--- config.mk ---
export PLATFORM = sky130hd
export DESIGN_NAME = t0cc_core
export DESIGN_NICKNAME = d
export VERILOG_FILES = /design/src/rtl/t0cc_pkg.sv /design/src/rtl/t0cc_core.sv
export SDC_FILE = /design/constraint.sdc
export NUM_CORES = 1
export LEC_CHECK = 0
export BUFFER_PORTS_ARGS = -buffer_cell sky130_fd_sc_hd__clkbuf_2
export CAP_MARGIN = 20
export CORE_MARGIN = 3
export CORE_UTILIZATION = 50
export DETAILED_ROUTE_END_ITERATION = 8
export PLACE_DENSITY = 0.71
export SYNTH_ARGS = -nofsm -noshare
export SYNTH_HDL_FRONTEND = slang
export SYNTH_SLANG_ARGS = --single-unit
--- constraint.sdc ---
create_clock -name clk_sys -period 4.08 [get_ports clk_sys]
set_input_delay 0.816 -clock clk_sys [delete_from_list [all_inputs] [get_ports clk_sys]]
set_output_delay 0.816 -clock clk_sys [all_outputs]
set_load 0.01 [all_outputs]
--- src/rtl/t0cc_pkg.sv ---
// Constants, field layout and mode types of the 8-bit timer control and counter core.
// Assumes one synchronous I/O clock and the processor core's I/O register strobes.
//
// Notes on behaviour
// - Force strobe in non-PWM mode makes an immediate match acting on the pin.
// - Forced match sets no flag and never clears the counter.
// - Force strobe bit holds no state and always reads as zero.
// - Nonzero output mode lets compare output override the pin; software sets direction.
// - Non-PWM output modes: 0 off, 1 toggle, 2 clear, 3 set on match.
// - Fast PWM: 2 clears on match sets at bottom, 3 inverse, 1 reserved.
// - Fast PWM with compare at top and upper bit set acts only at bottom.
// - Phase PWM: 2 clears on up match, sets on down match; 3 inverse.
// - Phase PWM with compare at top and upper bit set acts at top.
// - Clock select: 0 stop, 1 undivided, 2..7 divide by 8..1024.
// - Mode bits 6 and 3 give normal, phase PWM, clear-on-match, fast PWM.
// - Top is 0xFF except clear-on-match mode where it is the compare value.
// - Compare update immediate, at top or bottom by mode; overflow flag at max, at bottom in phase PWM.
// - Counter register reads the live count and a write loads the counter.
// - A counter write blocks the compare match on the next timer tick.
// - Registers answer at the I/O offset and at offset plus 0x20 in data space.
// - Compare value checked on every count; a match sets the compare flag.
// - Overflow flag sets on overflow, in phase PWM when reversing at 0x00.
// - Flags clear on vector execution or when software writes a one.

package t0cc_pkg;

    // ==========================================================
    // Register offsets in I/O space
    localparam logic [7:0] OFF_COMPARE     = 8'h31;
    localparam logic [7:0] OFF_COUNTER     = 8'h32;
    localparam logic [7:0] OFF_CONTROL     = 8'h33;
    localparam logic [7:0] OFF_FLAGS       = 8'h36;
    localparam logic [7:0] DATA_SPACE_BASE = 8'h20;

    // ==========================================================
    // Field positions
    localparam int CTRL_FORCE_BIT = 7;
    localparam int CTRL_WGM_HI    = 6;
    localparam int CTRL_COM_HI    = 5;
    localparam int CTRL_COM_LO    = 4;
    localparam int CTRL_WGM_LO    = 3;
    localparam int CTRL_CS_HI     = 2;
    localparam int CTRL_CS_LO     = 0;
    localparam int FLAG_CMP_BIT   = 1;
    localparam int FLAG_OVF_BIT   = 0;

    // ==========================================================
    // Values and counts
    localparam logic [7:0] RESET_BYTE   = 8'h00;
    localparam logic [7:0] COUNT_MAX    = 8'hFF;
    localparam logic [7:0] COUNT_BOTTOM = 8'h00;
    localparam int         PRESC_W      = 10;
    localparam logic [PRESC_W-1:0] DIV_8    = 10'h007;
    localparam logic [PRESC_W-1:0] DIV_32   = 10'h01F;
    localparam logic [PRESC_W-1:0] DIV_64   = 10'h03F;
    localparam logic [PRESC_W-1:0] DIV_128  = 10'h07F;
    localparam logic [PRESC_W-1:0] DIV_256  = 10'h0FF;
    localparam logic [PRESC_W-1:0] DIV_1024 = 10'h3FF;

    // Waveform modes in the order of their combined bit value
    typedef enum logic [1:0] {
        MODE_NORMAL,
        MODE_PHASE_PWM,
        MODE_CLEAR_ON_MATCH,
        MODE_FAST_PWM
    } t0cc_mode_type;

endpackage
--- src/rtl/t0cc_core.sv ---
// Timer control register, counter, compare path and output pin of the 8-bit timer.
// Assumes the processor core gives one-cycle read and write strobes synchronous to clk_sys.
`timescale 1ns/1ps
`default_nettype none

module t0cc_core (
    // Clock and reset
    input  wire logic       clk_sys,
    input  wire logic       rst,
    // I/O register access
    input  wire logic [7:0] io_addr,
    input  wire logic       io_data_space,
    input  wire logic       io_wr,
    input  wire logic       io_rd,
    input  wire logic [7:0] io_wdata,
    output logic      [7:0] io_rdata,
    // Interrupt vector execution
    input  wire logic       ovf_vector_ack,
    input  wire logic       cmp_vector_ack,
    // Waveform pin and flags
    output logic            compare_output_pin,
    output logic            compare_output_en,
    output logic            overflow_flag,
    output logic            compare_match_flag
);

    // ==========================================================
    // State
    typedef struct packed {
        logic [6:0]                  ctrl;
        logic [7:0]                  cnt;
        logic                        dir_down;
        logic [7:0]                  cmp_buf;
        logic [7:0]                  cmp_act;
        logic [t0cc_pkg::PRESC_W-1:0] presc;
        logic                        suppress;
        logic                        ovf;
        logic                        cmf;
        logic                        pin;
        logic                        pin_en;
        logic [7:0]                  rdata;
    } t0cc_state_type;

    t0cc_state_type s_q;
    t0cc_state_type s_d;

    t0cc_pkg::t0cc_mode_type mode;
    t0cc_pkg::t0cc_mode_type new_mode;
    logic [1:0]              com;
    logic [1:0]              new_com;
    logic [2:0]              cs;
    logic                    tick;
    logic                    match;
    logic                    bottom;
    logic                    ovf_set;
    logic                    force_cmp;
    logic                    wr_ctrl;
    logic                    wr_cnt;
    logic                    wr_cmp;
    logic                    wr_flag;

    // ==========================================================
    // Functions

    // Register hit in either address space
    function automatic logic t0cc_hit(input logic [7:0] addr, input logic dspace,
                                      input logic [7:0] off);
        t0cc_hit = dspace ? (addr == (off + t0cc_pkg::DATA_SPACE_BASE)) : (addr == off);
    endfunction

    // Timer tick from the free prescaler
    function automatic logic t0cc_tick(input logic [2:0] sel,
                                       input logic [t0cc_pkg::PRESC_W-1:0] p);
        case (sel)
            3'h0:    t0cc_tick = 1'b0;
            3'h1:    t0cc_tick = 1'b1;
            3'h2:    t0cc_tick = (p & t0cc_pkg::DIV_8) == t0cc_pkg::DIV_8;
            3'h3:    t0cc_tick = (p & t0cc_pkg::DIV_32) == t0cc_pkg::DIV_32;
            3'h4:    t0cc_tick = (p & t0cc_pkg::DIV_64) == t0cc_pkg::DIV_64;
            3'h5:    t0cc_tick = (p & t0cc_pkg::DIV_128) == t0cc_pkg::DIV_128;
            3'h6:    t0cc_tick = (p & t0cc_pkg::DIV_256) == t0cc_pkg::DIV_256;
            default: t0cc_tick = (p & t0cc_pkg::DIV_1024) == t0cc_pkg::DIV_1024;
        endcase
    endfunction

    // Pin action for a non-PWM match
    function automatic logic t0cc_match_pin(input logic [1:0] c, input logic p);
        case (c)
            2'h1:    t0cc_match_pin = ~p;
            2'h2:    t0cc_match_pin = 1'b0;
            2'h3:    t0cc_match_pin = 1'b1;
            default: t0cc_match_pin = p;
        endcase
    endfunction

    // ==========================================================
    // Next state
    always_comb begin
        s_d      = s_q;
        mode     = t0cc_pkg::t0cc_mode_type'({s_q.ctrl[t0cc_pkg::CTRL_WGM_HI],
                                              s_q.ctrl[t0cc_pkg::CTRL_WGM_LO]});
        com      = s_q.ctrl[t0cc_pkg::CTRL_COM_HI:t0cc_pkg::CTRL_COM_LO];
        cs       = s_q.ctrl[t0cc_pkg::CTRL_CS_HI:t0cc_pkg::CTRL_CS_LO];
        new_mode = t0cc_pkg::t0cc_mode_type'({io_wdata[t0cc_pkg::CTRL_WGM_HI],
                                              io_wdata[t0cc_pkg::CTRL_WGM_LO]});
        new_com  = io_wdata[t0cc_pkg::CTRL_COM_HI:t0cc_pkg::CTRL_COM_LO];
        wr_ctrl  = io_wr && t0cc_hit(io_addr, io_data_space, t0cc_pkg::OFF_CONTROL);
        wr_cnt   = io_wr && t0cc_hit(io_addr, io_data_space, t0cc_pkg::OFF_COUNTER);
        wr_cmp   = io_wr && t0cc_hit(io_addr, io_data_space, t0cc_pkg::OFF_COMPARE);
        wr_flag  = io_wr && t0cc_hit(io_addr, io_data_space, t0cc_pkg::OFF_FLAGS);
        tick     = t0cc_tick(cs, s_q.presc);
        // A tick just after a counter write sees no match
        match    = tick && (s_q.cnt == s_q.cmp_act) && !s_q.suppress;
        bottom   = 1'b0;
        ovf_set  = 1'b0;
        force_cmp = 1'b0;

        // Prescaler runs free so ticks stay on a fixed grid
        s_d.presc = s_q.presc + 1'b1;

        // Counting, top and overflow per mode
        if (tick) begin
            s_d.suppress = 1'b0;
            case (mode)
                t0cc_pkg::MODE_NORMAL: begin
                    s_d.cnt = s_q.cnt + 8'h01;
                    ovf_set = (s_q.cnt == t0cc_pkg::COUNT_MAX);
                end
                t0cc_pkg::MODE_CLEAR_ON_MATCH: begin
                    s_d.cnt = match ? t0cc_pkg::COUNT_BOTTOM : s_q.cnt + 8'h01;
                    ovf_set = (s_q.cnt == t0cc_pkg::COUNT_MAX);
                end
                t0cc_pkg::MODE_FAST_PWM: begin
                    s_d.cnt = s_q.cnt + 8'h01;
                    ovf_set = (s_q.cnt == t0cc_pkg::COUNT_MAX);
                    bottom  = (s_q.cnt == t0cc_pkg::COUNT_MAX);
                end
                t0cc_pkg::MODE_PHASE_PWM: begin
                    if (!s_q.dir_down) begin
                        if (s_q.cnt == t0cc_pkg::COUNT_MAX) begin
                            s_d.dir_down = 1'b1;
                            s_d.cnt      = s_q.cnt - 8'h01;
                        end else begin
                            s_d.cnt = s_q.cnt + 8'h01;
                        end
                    end else begin
                        if (s_q.cnt == t0cc_pkg::COUNT_BOTTOM) begin
                            s_d.dir_down = 1'b0;
                            s_d.cnt      = s_q.cnt + 8'h01;
                            ovf_set      = 1'b1;
                        end else begin
                            s_d.cnt = s_q.cnt - 8'h01;
                        end
                    end
                end
                default: begin
                    s_d.cnt = s_q.cnt;
                end
            endcase
        end

        // Compare buffer update point per mode
        if (wr_cmp) begin
            s_d.cmp_buf = io_wdata;
        end
        case (mode)
            t0cc_pkg::MODE_FAST_PWM: begin
                if (bottom) begin
                    s_d.cmp_act = s_q.cmp_buf;
                end
            end
            t0cc_pkg::MODE_PHASE_PWM: begin
                if (tick && !s_q.dir_down && s_q.cnt == t0cc_pkg::COUNT_MAX) begin
                    s_d.cmp_act = s_q.cmp_buf;
                end
            end
            default: begin
                s_d.cmp_act = s_d.cmp_buf;
            end
        endcase

        // Waveform pin
        case (mode)
            t0cc_pkg::MODE_FAST_PWM: begin
                if (com[1]) begin
                    if (match && s_q.cmp_act != t0cc_pkg::COUNT_MAX) begin
                        s_d.pin = com[0];
                    end
                    if (bottom) begin
                        s_d.pin = ~com[0];
                    end
                end
            end
            t0cc_pkg::MODE_PHASE_PWM: begin
                if (com[1]) begin
                    if (s_q.cmp_act == t0cc_pkg::COUNT_MAX) begin
                        if (tick && !s_q.dir_down && s_q.cnt == t0cc_pkg::COUNT_MAX) begin
                            s_d.pin = ~com[0];
                        end
                    end else if (match) begin
                        s_d.pin = s_q.dir_down ? ~com[0] : com[0];
                    end
                end
            end
            default: begin
                if (match) begin
                    s_d.pin = t0cc_match_pin(com, s_q.pin);
                end
            end
        endcase

        // Control write, force strobe is acted on in non-PWM modes and never stored
        if (wr_ctrl) begin
            s_d.ctrl = io_wdata[6:0];
            if (io_wdata[t0cc_pkg::CTRL_FORCE_BIT] &&
                (new_mode == t0cc_pkg::MODE_NORMAL ||
                 new_mode == t0cc_pkg::MODE_CLEAR_ON_MATCH)) begin
                force_cmp = 1'b1;
                // No flag and no counter clear from here
                s_d.pin = t0cc_match_pin(new_com, s_q.pin);
            end
        end
        s_d.pin_en = |s_d.ctrl[t0cc_pkg::CTRL_COM_HI:t0cc_pkg::CTRL_COM_LO];

        // Counter write wins over a tick and masks the next match
        if (wr_cnt) begin
            s_d.cnt      = io_wdata;
            s_d.suppress = 1'b1;
        end

        // Flags, a new event beats a clear in the same cycle
        if (ovf_vector_ack || (wr_flag && io_wdata[t0cc_pkg::FLAG_OVF_BIT])) begin
            s_d.ovf = 1'b0;
        end
        if (cmp_vector_ack || (wr_flag && io_wdata[t0cc_pkg::FLAG_CMP_BIT])) begin
            s_d.cmf = 1'b0;
        end
        if (ovf_set) begin
            s_d.ovf = 1'b1;
        end
        if (match) begin
            s_d.cmf = 1'b1;
        end

        // Read data, unmapped addresses read zero
        s_d.rdata = t0cc_pkg::RESET_BYTE;
        if (io_rd) begin
            if (t0cc_hit(io_addr, io_data_space, t0cc_pkg::OFF_CONTROL)) begin
                s_d.rdata = {1'b0, s_q.ctrl};
            end else if (t0cc_hit(io_addr, io_data_space, t0cc_pkg::OFF_COUNTER)) begin
                s_d.rdata = s_q.cnt;
            end else if (t0cc_hit(io_addr, io_data_space, t0cc_pkg::OFF_COMPARE)) begin
                s_d.rdata = s_q.cmp_buf;
            end else if (t0cc_hit(io_addr, io_data_space, t0cc_pkg::OFF_FLAGS)) begin
                s_d.rdata = {6'h00, s_q.cmf, s_q.ovf};
            end
        end
    end

    // ==========================================================
    // Registers
    always_ff @(posedge clk_sys or posedge rst) begin
        if (rst) begin
            s_q <= '0;
        end else begin
            s_q <= s_d;
        end
    end

    // Outputs straight from the state
    assign io_rdata           = s_q.rdata;
    assign compare_output_pin = s_q.pin;
    assign compare_output_en  = s_q.pin_en;
    assign overflow_flag      = s_q.ovf;
    assign compare_match_flag = s_q.cmf;
endmodule

`default_nettype wire

### Word-level counts from Yosys, hierarchy flattened

Index checks and enable logic that the tools add are counted.

| cells by class | value |
|---|---|
| bitwise logic cells | 2 |
| reduce and logical (&&, ||, !) cells | 29 |
| equality and inequality tests | 37 |
| muxes and demuxes | 51 |
| add/sub/neg operators | 3 |

Operator list:

| cell | number |
|---|---|
| $mux 8 | 11 |
| $eq 8x6->1 const B | 4 |
| $eq 8x7->1 const B | 4 |
| $mux 1 | 29 |
| $eq 8x8->1 const B | 3 |
| $pmux 8 s3 | 1 |
| $mux 9 | 2 |
| $pmux 8 s2 | 1 |
| $eq 2x2->1 const B | 7 |
| $eq 3x3->1 const B | 4 |
| $logic_and 1x1->1 | 12 |
| $add 10x1->10 const B | 1 |
| $eq 10x10->1 const B | 1 |
| $add 8x1->8 const B | 1 |
| $eq 8x8->1 | 1 |
| $logic_not 8->1 | 1 |
| $ne 8x8->1 const B | 1 |
| $sub 8x1->8 const B | 1 |
| $eq 7x7->1 const B | 1 |
| $pmux 1 s7 | 1 |
| $eq 2x1->1 const B | 3 |
| $eq 3x2->1 const B | 2 |
| $eq 6x6->1 const B | 1 |
| $mux 6 | 1 |
| 16 further kinds | 28 |

| storage, ports and cells | value |
|---|---|
| bits of input ports | 23 |
| output and inout bits | 12 |
| logic and storage cells | 135 |
| register bits after elaboration | 55 |

### Depth between registers and ports, before layout

Gate-level depths: netlist of the first run.

| logic depth | value |
|---|---|
| depth after elaboration | 11 |
| depth in mapped cells | 11 |
| mapped depth without buffers | 10 |

### Worst setup path before layout of the first run

No wires, ideal clock.

| timing | value |
|---|---|
| kind | input-to-reg |
| from | in io_data_space |
| to | reg s_q[30] (netlist bit) |
| setup time | 0.125 ns |
| required time | 3.955 ns |
| cell stages on the path | 8 |
| path buffers | 1 |
| setup slack | 1.054 ns |
| arrival time | 2.901 ns |
| cell sequence | or3b_4 > a2111oi_4 > and2_1 > buf_6 > nand3b_4 > mux2_4 > mux2_2 > mux2_2 |

RTL lines:

| what | line | source |
|---|---|---|
| start: declaration | t0cc_core.sv:12 | `input wire logic io_data_space,` |
| end signal: assignment | t0cc_core.sv:264 | `s_q <= '0;` |
| end signal: assignment | t0cc_core.sv:266 | `s_q <= s_d;` |
| end: declaration | t0cc_core.sv:44 | `t0cc_state_type s_q;` |

### Worst setup path in the final report of the first run

| timing | value |
|---|---|
| from | reg s_q[13] (netlist bit) |
| to | reg s_q[24] (netlist bit) |

| on the way | value |
|---|---|
| word-level cells in the longest chain between the ends | 6 |
| elaborated cells between the ends (all ways) | 13 |
| those cells by class | 8 x eq/ne; 2 x mux; 3 x reduce/logical |

Ends and longest elaborated chain:

| what | line | source |
|---|---|---|
| $eq 10x10->1 (tied with other cells) | t0cc_core.sv:82 | `default: t0cc_tick = (p & t0cc_pkg::DIV_1024) == t0cc_pkg::DIV_1024;` |
| $pmux 1 s7 * | t0cc_core.sv:74 | `case (sel)` |
| $logic_and 1x1->1 (2 in a row) | t0cc_core.sv:173 | `if (tick && !s_q.dir_down && s_q.cnt == t0cc_pkg::COUNT_MAX) begin` |
| $ne 2x2->1 (no line) | n/a |  |
| $reduce_and 2->1 (no line) * | n/a |  |

Mark *: on every way between the ends. The rest lies on a longest branch, timed or not.
A chain may end at the register's enable or synchronous reset.

==> results of run 1 <==
Yosys cell counts, drive strengths merged, types with 2 or more instances:
master,number
a221o,2
or2,3
nor3,7
nand2b,5
a22o,2
mux2i,6
o21ai,24
nand3,11
and3b,2
o211a,3
a211oi,6
xnor2,15
a221oi,4
nand4,7
dfrtp,55
o21a,2
clkbuf,13
nor4,2
inv,17
a31oi,3
nand2,29
nor2,20
nor2b,3
a21o,3
o221a,2
a21oi,9
o22ai,2
or4,2
buf,11
o211ai,6
ha,8
and2,3
or3b,4
a32o,2
nand3b,4
and3,5
mux2,27
xor2,2
and4,2
a22oi,4
area by class of cell:
cell class	count	area, um^2
clock buffers	6	72.57
inverters	17	63.81
flip-flops and latches	55	1376
clock inverters	2	12.51
repair buffers	37	205.2
multi-input cells	256	1854
well taps	77	96.34
fillers	569	2814
worst paths after layout:
check | start | endpoint | slack [ps]
min in group clk_sys | s_q[13]$_DFF_PP0_ | s_q[13]$_DFF_PP0_ | 470
max in group asynchronous | rst | io_rdata[7]$_DFF_PP0_ | 2940
worst min-delay path | rst | s_q[17]$_DFF_PP0_ | 470
worst max-delay path | s_q[13]$_DFF_PP0_ | s_q[24]$_DFFE_PP0P_ | 750
worst min register to register | s_q[13]$_DFF_PP0_ | s_q[13]$_DFF_PP0_ | 470
worst max register to register | s_q[13]$_DFF_PP0_ | s_q[24]$_DFFE_PP0P_ | 750
routing by layer:
layer | vias up | wire, um | track usage
met3 | 12 | 587 | 0.04842
met5 | - | 0 | 0
li1 | 1330 | - | -
met1 | 1386 | 4025 | 0.3360
met4 | 0 | 180 | 0.07830
met2 | 132 | 3771 | 0.3428
logic make-up (layout without fill, tap and decap cells):
family,count (synthesis),in the layout
multiplexers,33,33
XOR/XNOR,17,17
buffers and inverters,41,62
AND/OR/NAND/NOR,112,112
flip-flops,55,55
adder cells (fa/ha/maj),8,8
AO/OA/AOI/OAI,86,86
critical path, cell delays in order (launching register included):
cell and delay [ps]:
dfrtp_1 410, ha_1 220, and3_1 220, ha_1 200, nand2b_1 130, a21oi_1 180, o21ai_0 210, nor2_1 570
o21ai_0 180, o21ai_1 490, mux2_2 410
stage by stage:
| step | hold WS, ps | utilization |
|---|---|---|
| floorplan | 422.4 | - |
| global placement | 436.4 | 0.5506 |
| detailed placement | 455.7 | 0.5506 |
| CTS | 470.6 | 0.5637 |
| global route | 492.3 | 0.5668 |
| finish | 466.4 | 0.5668 |
power groups by stage:
| stage | Clock (W) | Combinational (W) | Sequential [W] |
|---|---|---|---|
| floorplan | 0 | 0.000275 | 0.000634 |
| global placement | 0 | 0.000298 | 0.000703 |
| detailed placement | 0 | 0.000303 | 0.000704 |
| CTS | 0.000306 | 0.000304 | 0.000694 |
| global route | 0.000335 | 0.000350 | 0.000704 |
| finish | 0.000297 | 0.000309 | 0.000698 |
sequential cells by signal, indices dropped and copies added, names as in the netlist, 2 cells and up:
name,flops
com,2
cs,3
io_rdata,8
mode,2
s_q,36
==> results.ini, run 1 <==
[synth]
yosysTopAreaCell=dfrtp_1
synthMuxAreaShare=0.1072
yosys.area.top_type_share=0.4012
avgSynthCellArea_um2=9.747
syn_inst=352
synth_compound_area_frac=0.1823
seq_area_frac_synth=0.4012
yosys.cell_types.count=65
netlist_area_mm2=0.003431
netlist_top_cells_area=dfrtp_1 (40%), mux2_2 (8.5%), xnor2_1 (3.8%)
ys.flop_type=dfrtp_1
synth_fp_nets=383
synth_edf_count=0
yosys_warnings=0
synth_fa_ha_area_frac=0.02918
synth-xor-area-share=0.04340
ys_seq_elements=55
synth_top_family_by_area=compound AO/OA/AOI/OAI gates
async_reset_ff_frac=1.000
synthSimpleGateAreaFrac=0.1783

[sta]
fin_tns_setup_ps=0
worst_slew_pin_slew_ps=957.1
clock.fmax_ghz=0.3000
period_minus_slack_ps=3334
maxSlewHeadroom=0.3596
post-route-period-util=0.8171
setup_viol=0
report.final.slew_viol_count=0
rsz0062_at_grt=no
setup_ws_ps=746.4
fin_worst_skew_ps=6.353
hold_viol=0

[worst_setup_path]
critical_path_class=flip-flop to flip-flop
reg2regPathDepth=10
required_ps=4280
critPathMaxFanout=9
arrival_ps=3530
critPathLaunchType=flip-flop
critical_path.endpoint_type=flip-flop

[drt]
drt-pass1-iter-count=5
drt_iter0_markers=326
wl_mm=8.565
ant_nets=0
wl_per_cell_um=19.03
vias=2860
drc_errors=0
vias_per_cell=6.356

[status]
status=finished clean

[clock_network]
cts_tree=yes
cts_made_buffers=5
insertion_delay_ps=310
cts_buffer_depth=2
post-cts-setup-buffers=0
clock_sinks=55
ctsHoldBuffers=0
cts_resized=0
cts_root_buf=clkbuf_8
cts-htree-levels=2
path_clk_slew_ps=100

[power]
p_clk_frac=0.228
irDropWorstVdd_v=0.0001724
total_leakage_power_nw=1.688
p_per_area_mw_per_mm2=354.4
combPwrFrac=0.237
power_switching_share=0.3435
totalPowerFinal_w=0.001305
intPower_w=0.0008564
power_switching_w=0.0004481
seq_power_share=0.535

[final_layout]
nets=403
final_common_cell=dfrtp_1
areaGrowthSynthToFinish_pct=7.294
final_cell_mix=dfrtp_1 (55), clkbuf_2 (34), nand2_1 (29), mux2_2 (26), o21ai_0 (23)
diodes=0
design_area_mm2=0.003681
instances_no_fill=450
drive_gt1_frac=0.2332

[global_route]
gr-total-overflow=0
grt_max_degree=49
first_global_vias=2602
gr-usage-all-layers=0.2318
antenna_found_initial=0
grt_pass1_wl_mm=13.86

[min_path]
min_path_type=primary input to asynchronous set/reset pin

[place]
dpl_worst_slack_ps=746.0
placed_cell_area_mm2=0.003576
io_buffers=34
place_inst=441
detailed_place_hpwl_mm=6.497
globalplace.congestion=0.9413

[die]
ios=35
start_util=0.5282
std_cell_rows=29
die_w_um=88.84
dieHeight_um=88.84
core_mm2=0.006495
dieArea_mm2=0.007892

[job]
drv_cap=0

(Power assumes the default switching activity.)
==> inputs of run 2 (changes only) <==
Settings changed: PLACE_DENSITY 0.71 to 0.74.
Clock period 4.08 ns to 3 ns, I/O delays scaled along.
==> run 2 against run 1 <==
  * Final cell count rose by 3.3%
  * Sequential power rose by 32%
  * Combinational power rose by 61%
==> results.ini, run 2 (synthesis gave the netlist of run 1 again) <==
[status]
status=finished clean

[die]
die_w_um=88.84  ; unchanged
dieHeight_um=88.84  ; unchanged
start_util=0.5282  ; unchanged
ios=35  ; unchanged
core_mm2=0.006495  ; unchanged
std_cell_rows=29  ; unchanged
dieArea_mm2=0.007892  ; unchanged

[sta]
fin_tns_setup_ps=0  ; unchanged
setup_viol=0  ; unchanged
clock.fmax_ghz=0.3474  ; +16%
report.final.slew_viol_count=0  ; unchanged
fin_worst_skew_ps=5.796  ; -0.5570 ps
period_minus_slack_ps=2878  ; -455.3 ps
maxSlewHeadroom=0.5902  ; +0.2307
worst_slew_pin_slew_ps=613.8  ; -343.3 ps
hold_viol=0  ; unchanged
post-route-period-util=0.9594  ; +0.1424

[worst_setup_path]
arrival_ps=3130  ; -400 ps
reg2reg_slack_ps=120  ; -620 ps
critPathMaxFanout=6  ; -3
critPathLaunchType=flip-flop
required_ps=3250  ; -1030 ps
critical_path.endpoint_type=flip-flop
critical_path_class=flip-flop to flip-flop

[job]
drv_cap=0  ; unchanged

[global_route]
grt-busiest-layer=met2
globalRouteMet2Util=0.3711  ; +0.02834
gr-total-overflow=0  ; unchanged
grt_max_degree=30  ; -39%
grt_pass1_wl_mm=14.36  ; +3.6%
first_global_vias=2794  ; +7.4%
gr-usage-met3=0.03352  ; -0.01490
gr-usage-all-layers=0.2377  ; +0.005892
antenna_found_initial=0  ; unchanged
use_met1=0.3413  ; +0.005242

[final_layout]
largest_register=s_q
areaGrowthSynthToFinish_pct=10.54
drive_gt1_frac=0.2680  ; +0.03480
regArea_mm2=0.001376  ; unchanged
final_cell_mix=dfrtp_1 (55), clkbuf_2 (34), nand2_1 (29), mux2_2 (26), o21ai_0 (23)
n_fill_cell=569  ; unchanged
multi_input_area_mm2=0.001862  ; +0.41%
nets=418  ; +3.7%
final_common_cell=dfrtp_1
diodes=0  ; unchanged
largest_reg_flops=36  ; unchanged

[drt]
vias=2937  ; +2.7%
drt_iter0_markers=369  ; +13%
drt-pass1-iter-count=5  ; unchanged
vias_per_cell=6.316  ; -0.62%
wl_per_cell_um=19.01  ; -0.11%
wl_mm=8.841  ; +3.2%
ant_nets=0  ; unchanged
drc_errors=0  ; unchanged

[power]
combPwrFrac=0.272  ; +0.035
irDropWorstVdd_v=0.0002110  ; +22%
seq_power_share=0.505  ; -0.030
power_switching_w=0.0006314  ; +41%
p_per_area_mw_per_mm2=481.2  ; +36%
totalPowerFinal_w=0.001825  ; +40%
p_clk_frac=0.223  ; -0.005
intPower_w=0.001193  ; +39%
power_switching_share=0.3460  ; +0.002521
total_leakage_power_nw=1.756  ; +4.0%

[place]
detailed_place_hpwl_mm=6.703  ; +3.2%
io_buffers=34  ; unchanged
globalplace.congestion=0.9307  ; -1.1%

[clock_network]
insertion_delay_ps=310  ; about the same
cts_buffer_depth=2  ; unchanged
cts_root_buf=clkbuf_8
clock_sinks=55  ; unchanged
cts-htree-levels=2  ; unchanged
ctsHoldBuffers=0  ; unchanged
cts_tree=yes
post-cts-setup-buffers=0  ; unchanged
cts_made_buffers=5  ; unchanged
path_clk_slew_ps=100  ; about the same

[min_path]
min_path_type=primary input to asynchronous set/reset pin

-- run 2: cell count changes in the layout (fill, tap and decap cells not counted) --
| cell | before | now |
|---|---|---|
| buf_4 | 2 | 18 |
| clkinvlp_4 | 1 | 2 |
| buf_12 | 1 | 0 |
| o41ai_1 | 1 | 0 |
| clkbuf_1 | 1 | 0 |
| o41ai_2 | 0 | 1 |
-- run 2: power by group through the flow --
| stage | Sequential, W | Clock, W | Combinational [W] |
|---|---|---|---|
| after CTS | 0.000915 | 0.000419 | 0.000489 |
| after global placement | 0.000923 | 0 | 0.000468 |
| after global routing | 0.000933 | 0.000448 | 0.000548 |
| after detailed placement | 0.000928 | 0 | 0.000483 |
| after floorplan | 0.000863 | 0 | 0.000374 |
| final | 0.000921 | 0.000407 | 0.000496 |
-- run 2: worst max-delay path: stages (launching register included) --
cell	delay [ps]
dfrtp_1	480
inv_1	90
ha_1	210
or3b_2	510
o41ai_2	300
o21a_1	310
a21boi_0	190
o221a_2	320
nor3_1	240
a221o_1	160
-- run 2: path summary, 6_finish.rpt --
check | cells after the start | end | start
worst max-delay path | 9 | s_q[42]$_DFFE_PP0P_ | s_q[41]$_DFFE_PP0P_
worst min-delay path | 2 | s_q[24]$_DFFE_PP0P_ | rst
worst max register to register | 9 | s_q[42]$_DFFE_PP0P_ | s_q[41]$_DFFE_PP0P_
worst min register to register | 1 | s_q[13]$_DFF_PP0_ | s_q[13]$_DFF_PP0_
max in group asynchronous | 3 | overflow_flag$_DFFE_PP0P_ | rst
min in group clk_sys | 1 | s_q[13]$_DFF_PP0_ | s_q[13]$_DFF_PP0_
-- run 2: routing by layer --
layer  wire [um]  vias to the layer above  share of wire
met5           0                        -              0
met1        4072                     1427           0.46
li1            -                     1348              -
met3         660                       11          0.075
met2        3985                      151           0.45
met4         122                        0          0.014
-- run 2: area by class of cell --
cell class                 count  area share
clock buffer                   5     0.01815
clock inverter                 3    0.005279
inverter                      17     0.01683
multi-input combinational    256      0.4909
sequential                    55      0.3629
tap                           77     0.02540
timing repair buffer          52     0.08050
-- run 2: through the flow --
step                      hold WS, ps    util  cell area (um^2)  worst slack (ps)  instances
after floorplan                 422.4       -              3431             189.9        352
after global placement          437.1  0.5691              3696             159.6        457
after detailed placement        447.4  0.5691              3696             148.9        457
after CTS                       347.1  0.5827              3785             105.4        465
after global routing            374.1  0.5839              3792            -20.00        465
final                           332.4  0.5839              3792             121.7        465
-- run 2: what timing repair did --
item	CTS	global route
endpoints found under the hold margin	0	0
resized for setup	0	1
endpoints found under the setup margin	0	5
==> inputs of run 3 (changes only) <==
Settings changed: CTS_BUF_LIST from default to sky130_fd_sc_hd__clkbuf_8 sky130_fd_sc_hd__clkbuf_16, PLACE_DENSITY 0.74 to 0.71.
Clock period 3 ns to 2.75 ns, I/O delays scaled along.
==> run 3 against run 2 <==
  * Non-clock buffer count increased by 9
  * Final cell count increased by 1.9%
  * Routed wire length increased by 1.8%
  * Largest power group unchanged
==> results.ini, run 3 (synthesis gave the netlist of run 1 again) <==
[worst_setup_path]
critical_path.endpoint_type=flip-flop
critical_path_class=flip-flop to flip-flop
critPathMaxFanout=6  ; unchanged
r2r-start=s_q[41]$_DFFE_PP0P_
worstReg2RegEnd=compare_output_pin$_DFFE_PP0P_
arrival_ps=2800  ; -330 ps
reg2regPathDepth=10  ; +1
reg2reg_slack_ps=140  ; about the same
required_ps=2940  ; -310 ps
critPathLaunchType=flip-flop

[sta]
hold_viol=0  ; unchanged
worst_slew_pin_slew_ps=639.2  ; +25.47 ps
rsz0062_at_grt=no
setup_viol=0  ; unchanged
whs_ps=295.2  ; -37.21 ps
clock.fmax_ghz=0.3826  ; +10%
report.final.slew_viol_count=0  ; unchanged
post-route-period-util=0.9505  ; -0.008882
fin_worst_skew_ps=4.456  ; -1.340 ps
maxSlewHeadroom=0.5732  ; -0.01700
period_minus_slack_ps=2614  ; -264.3 ps

[global_route]
grt_pass1_wl_mm=14.73  ; +2.6%
grt_max_degree=30  ; unchanged
gr-usage-all-layers=0.2446  ; +0.006868
first_global_vias=2876  ; +2.9%
gr-total-overflow=0  ; unchanged
antenna_found_initial=0  ; unchanged

[final_layout]
diodes=0  ; unchanged
drive_gt1_frac=0.2897  ; +0.02163
n_fill_cell=529  ; -7.0%
instances_no_fill=474  ; +1.9%
final_cell_mix=dfrtp_1 (55), clkbuf_2 (34), nand2_1 (29), mux2_2 (26), buf_4 (26)
largest_register=s_q
final_util=0.6030  ; +0.01907
final_common_cell=dfrtp_1
regArea_mm2=0.001376  ; unchanged
nets=427  ; +2.2%
areaGrowthSynthToFinish_pct=14.15
largest_reg_flops=36  ; unchanged
multi_input_area_mm2=0.001877  ; +0.81%

[clock_network]
insertion_delay_ps=310  ; about the same
clock_sinks=55  ; unchanged
ctsHoldBuffers=0  ; unchanged
cts_buffer_depth=2  ; unchanged
cts_tree=yes
cts_made_buffers=5  ; unchanged
post-cts-setup-buffers=0  ; unchanged
path_clk_slew_ps=100  ; about the same
cts_root_buf=clkbuf_8
cts_resized=1  ; +1
cts-htree-levels=2  ; unchanged

[drt]
ant_nets=0  ; unchanged
wl_per_cell_um=18.98  ; -0.16%
drt-pass1-iter-count=5  ; unchanged
drt_iter0_markers=370  ; +0.27%
drc_errors=0  ; unchanged
vias_per_cell=6.312  ; about the same
wl_mm=8.998  ; +1.8%
vias=2992  ; +1.9%

[die]
start_util=0.5282  ; unchanged
ios=35  ; unchanged
std_cell_rows=29  ; unchanged
die_w_um=88.84  ; unchanged
core_mm2=0.006495  ; unchanged
dieArea_mm2=0.007892  ; unchanged
dieHeight_um=88.84  ; unchanged

[place]
place_inst=466  ; +2.0%
globalplace.congestion=0.9319  ; +0.13%
detailed_place_hpwl_mm=6.960  ; +3.8%
io_buffers=34  ; unchanged

[min_path]
min_path_type=primary input to asynchronous set/reset pin

[power]
irDropWorstVdd_v=0.0002737  ; +30%
totalPowerFinal_w=0.002172  ; +19%
total_leakage_power_nw=1.828  ; +4.1%
p_per_area_mw_per_mm2=554.5  ; +15%

[job]
drv_cap=0  ; unchanged

[status]
status=finished clean

[run 3: changes by cell type in the layout (fill, tap and decap cells not counted), sizes merged]
| cell | previous run | this run |
|---|---|---|
| buf | 18 | 27 |
| bufinv | 0 | 1 |
| clkbuf | 39 | 40 |
| clkinvlp | 2 | 0 |
[run 3: how the worst max path moves through the flow]
stage                   startpoint                             end  slack (ps)  cells past startpoint
5_1_grt        s_q[41]$_DFFE_PP0P_  compare_output_pin$_DFFE_PP0P_           4                     10
6_report       s_q[41]$_DFFE_PP0P_  compare_output_pin$_DFFE_PP0P_         140                     10
3_5_place_dp         io_data_space             s_q[30]$_DFFE_PP0P_         -10                      8
4_1_cts          s_q[13]$_DFF_PP0_             s_q[47]$_DFFE_PP0P_          50                     10
3_3_place_gp         io_data_space             s_q[30]$_DFFE_PP0P_          50                      8
2_1_floorplan        io_data_space             s_q[30]$_DFFE_PP0P_          40                      8
[run 3: critical path: stages (launching register included)]
cell      delay [ps]
dfrtp_1          360
buf_4            170
ha_1             200
and3_1           190
buf_4            140
nand2_1           50
or3_1            410
a211oi_1         380
o211ai_1         120
a311oi_1         340
o21ai_0          130
[run 3: stage by stage]
step                area, um^2  setup WS [ps]  TNS, ps
floorplan                 3433          43.31        0
global placement          3779          45.04        0
detailed placement        3779         -11.79   -11.79
CTS                       3904          52.68        0
global route              3916          4.450        0
finish                    3916          136.0        0
[run 3: layout make-up]
type,count,share of cell area
clock buffers,6,0.02109
clock inverters,2,0.008946
inverters,17,0.01629
multi-input cells,256,0.4792
flip-flops and latches,55,0.3514
well taps,77,0.02460
repair buffers,61,0.09840
[run 3: per-layer routing]
metal / vias up / track usage / routed length, um
li1: 1373 / - / -
met5: - / 0 / 0
met4: 0 / 0.06731 / 157
met1: 1452 / 0.3517 / 4087
met3: 16 / 0.04655 / 691
met2: 151 / 0.3772 / 4062
[run 3: report_power, final]
part	internal, W	switching [W]	total, W
combinational	0.000289	0.000361	0.000650
sequential	0.000877	0.0000845	0.000962
clock	0.000295	0.000265	0.000560
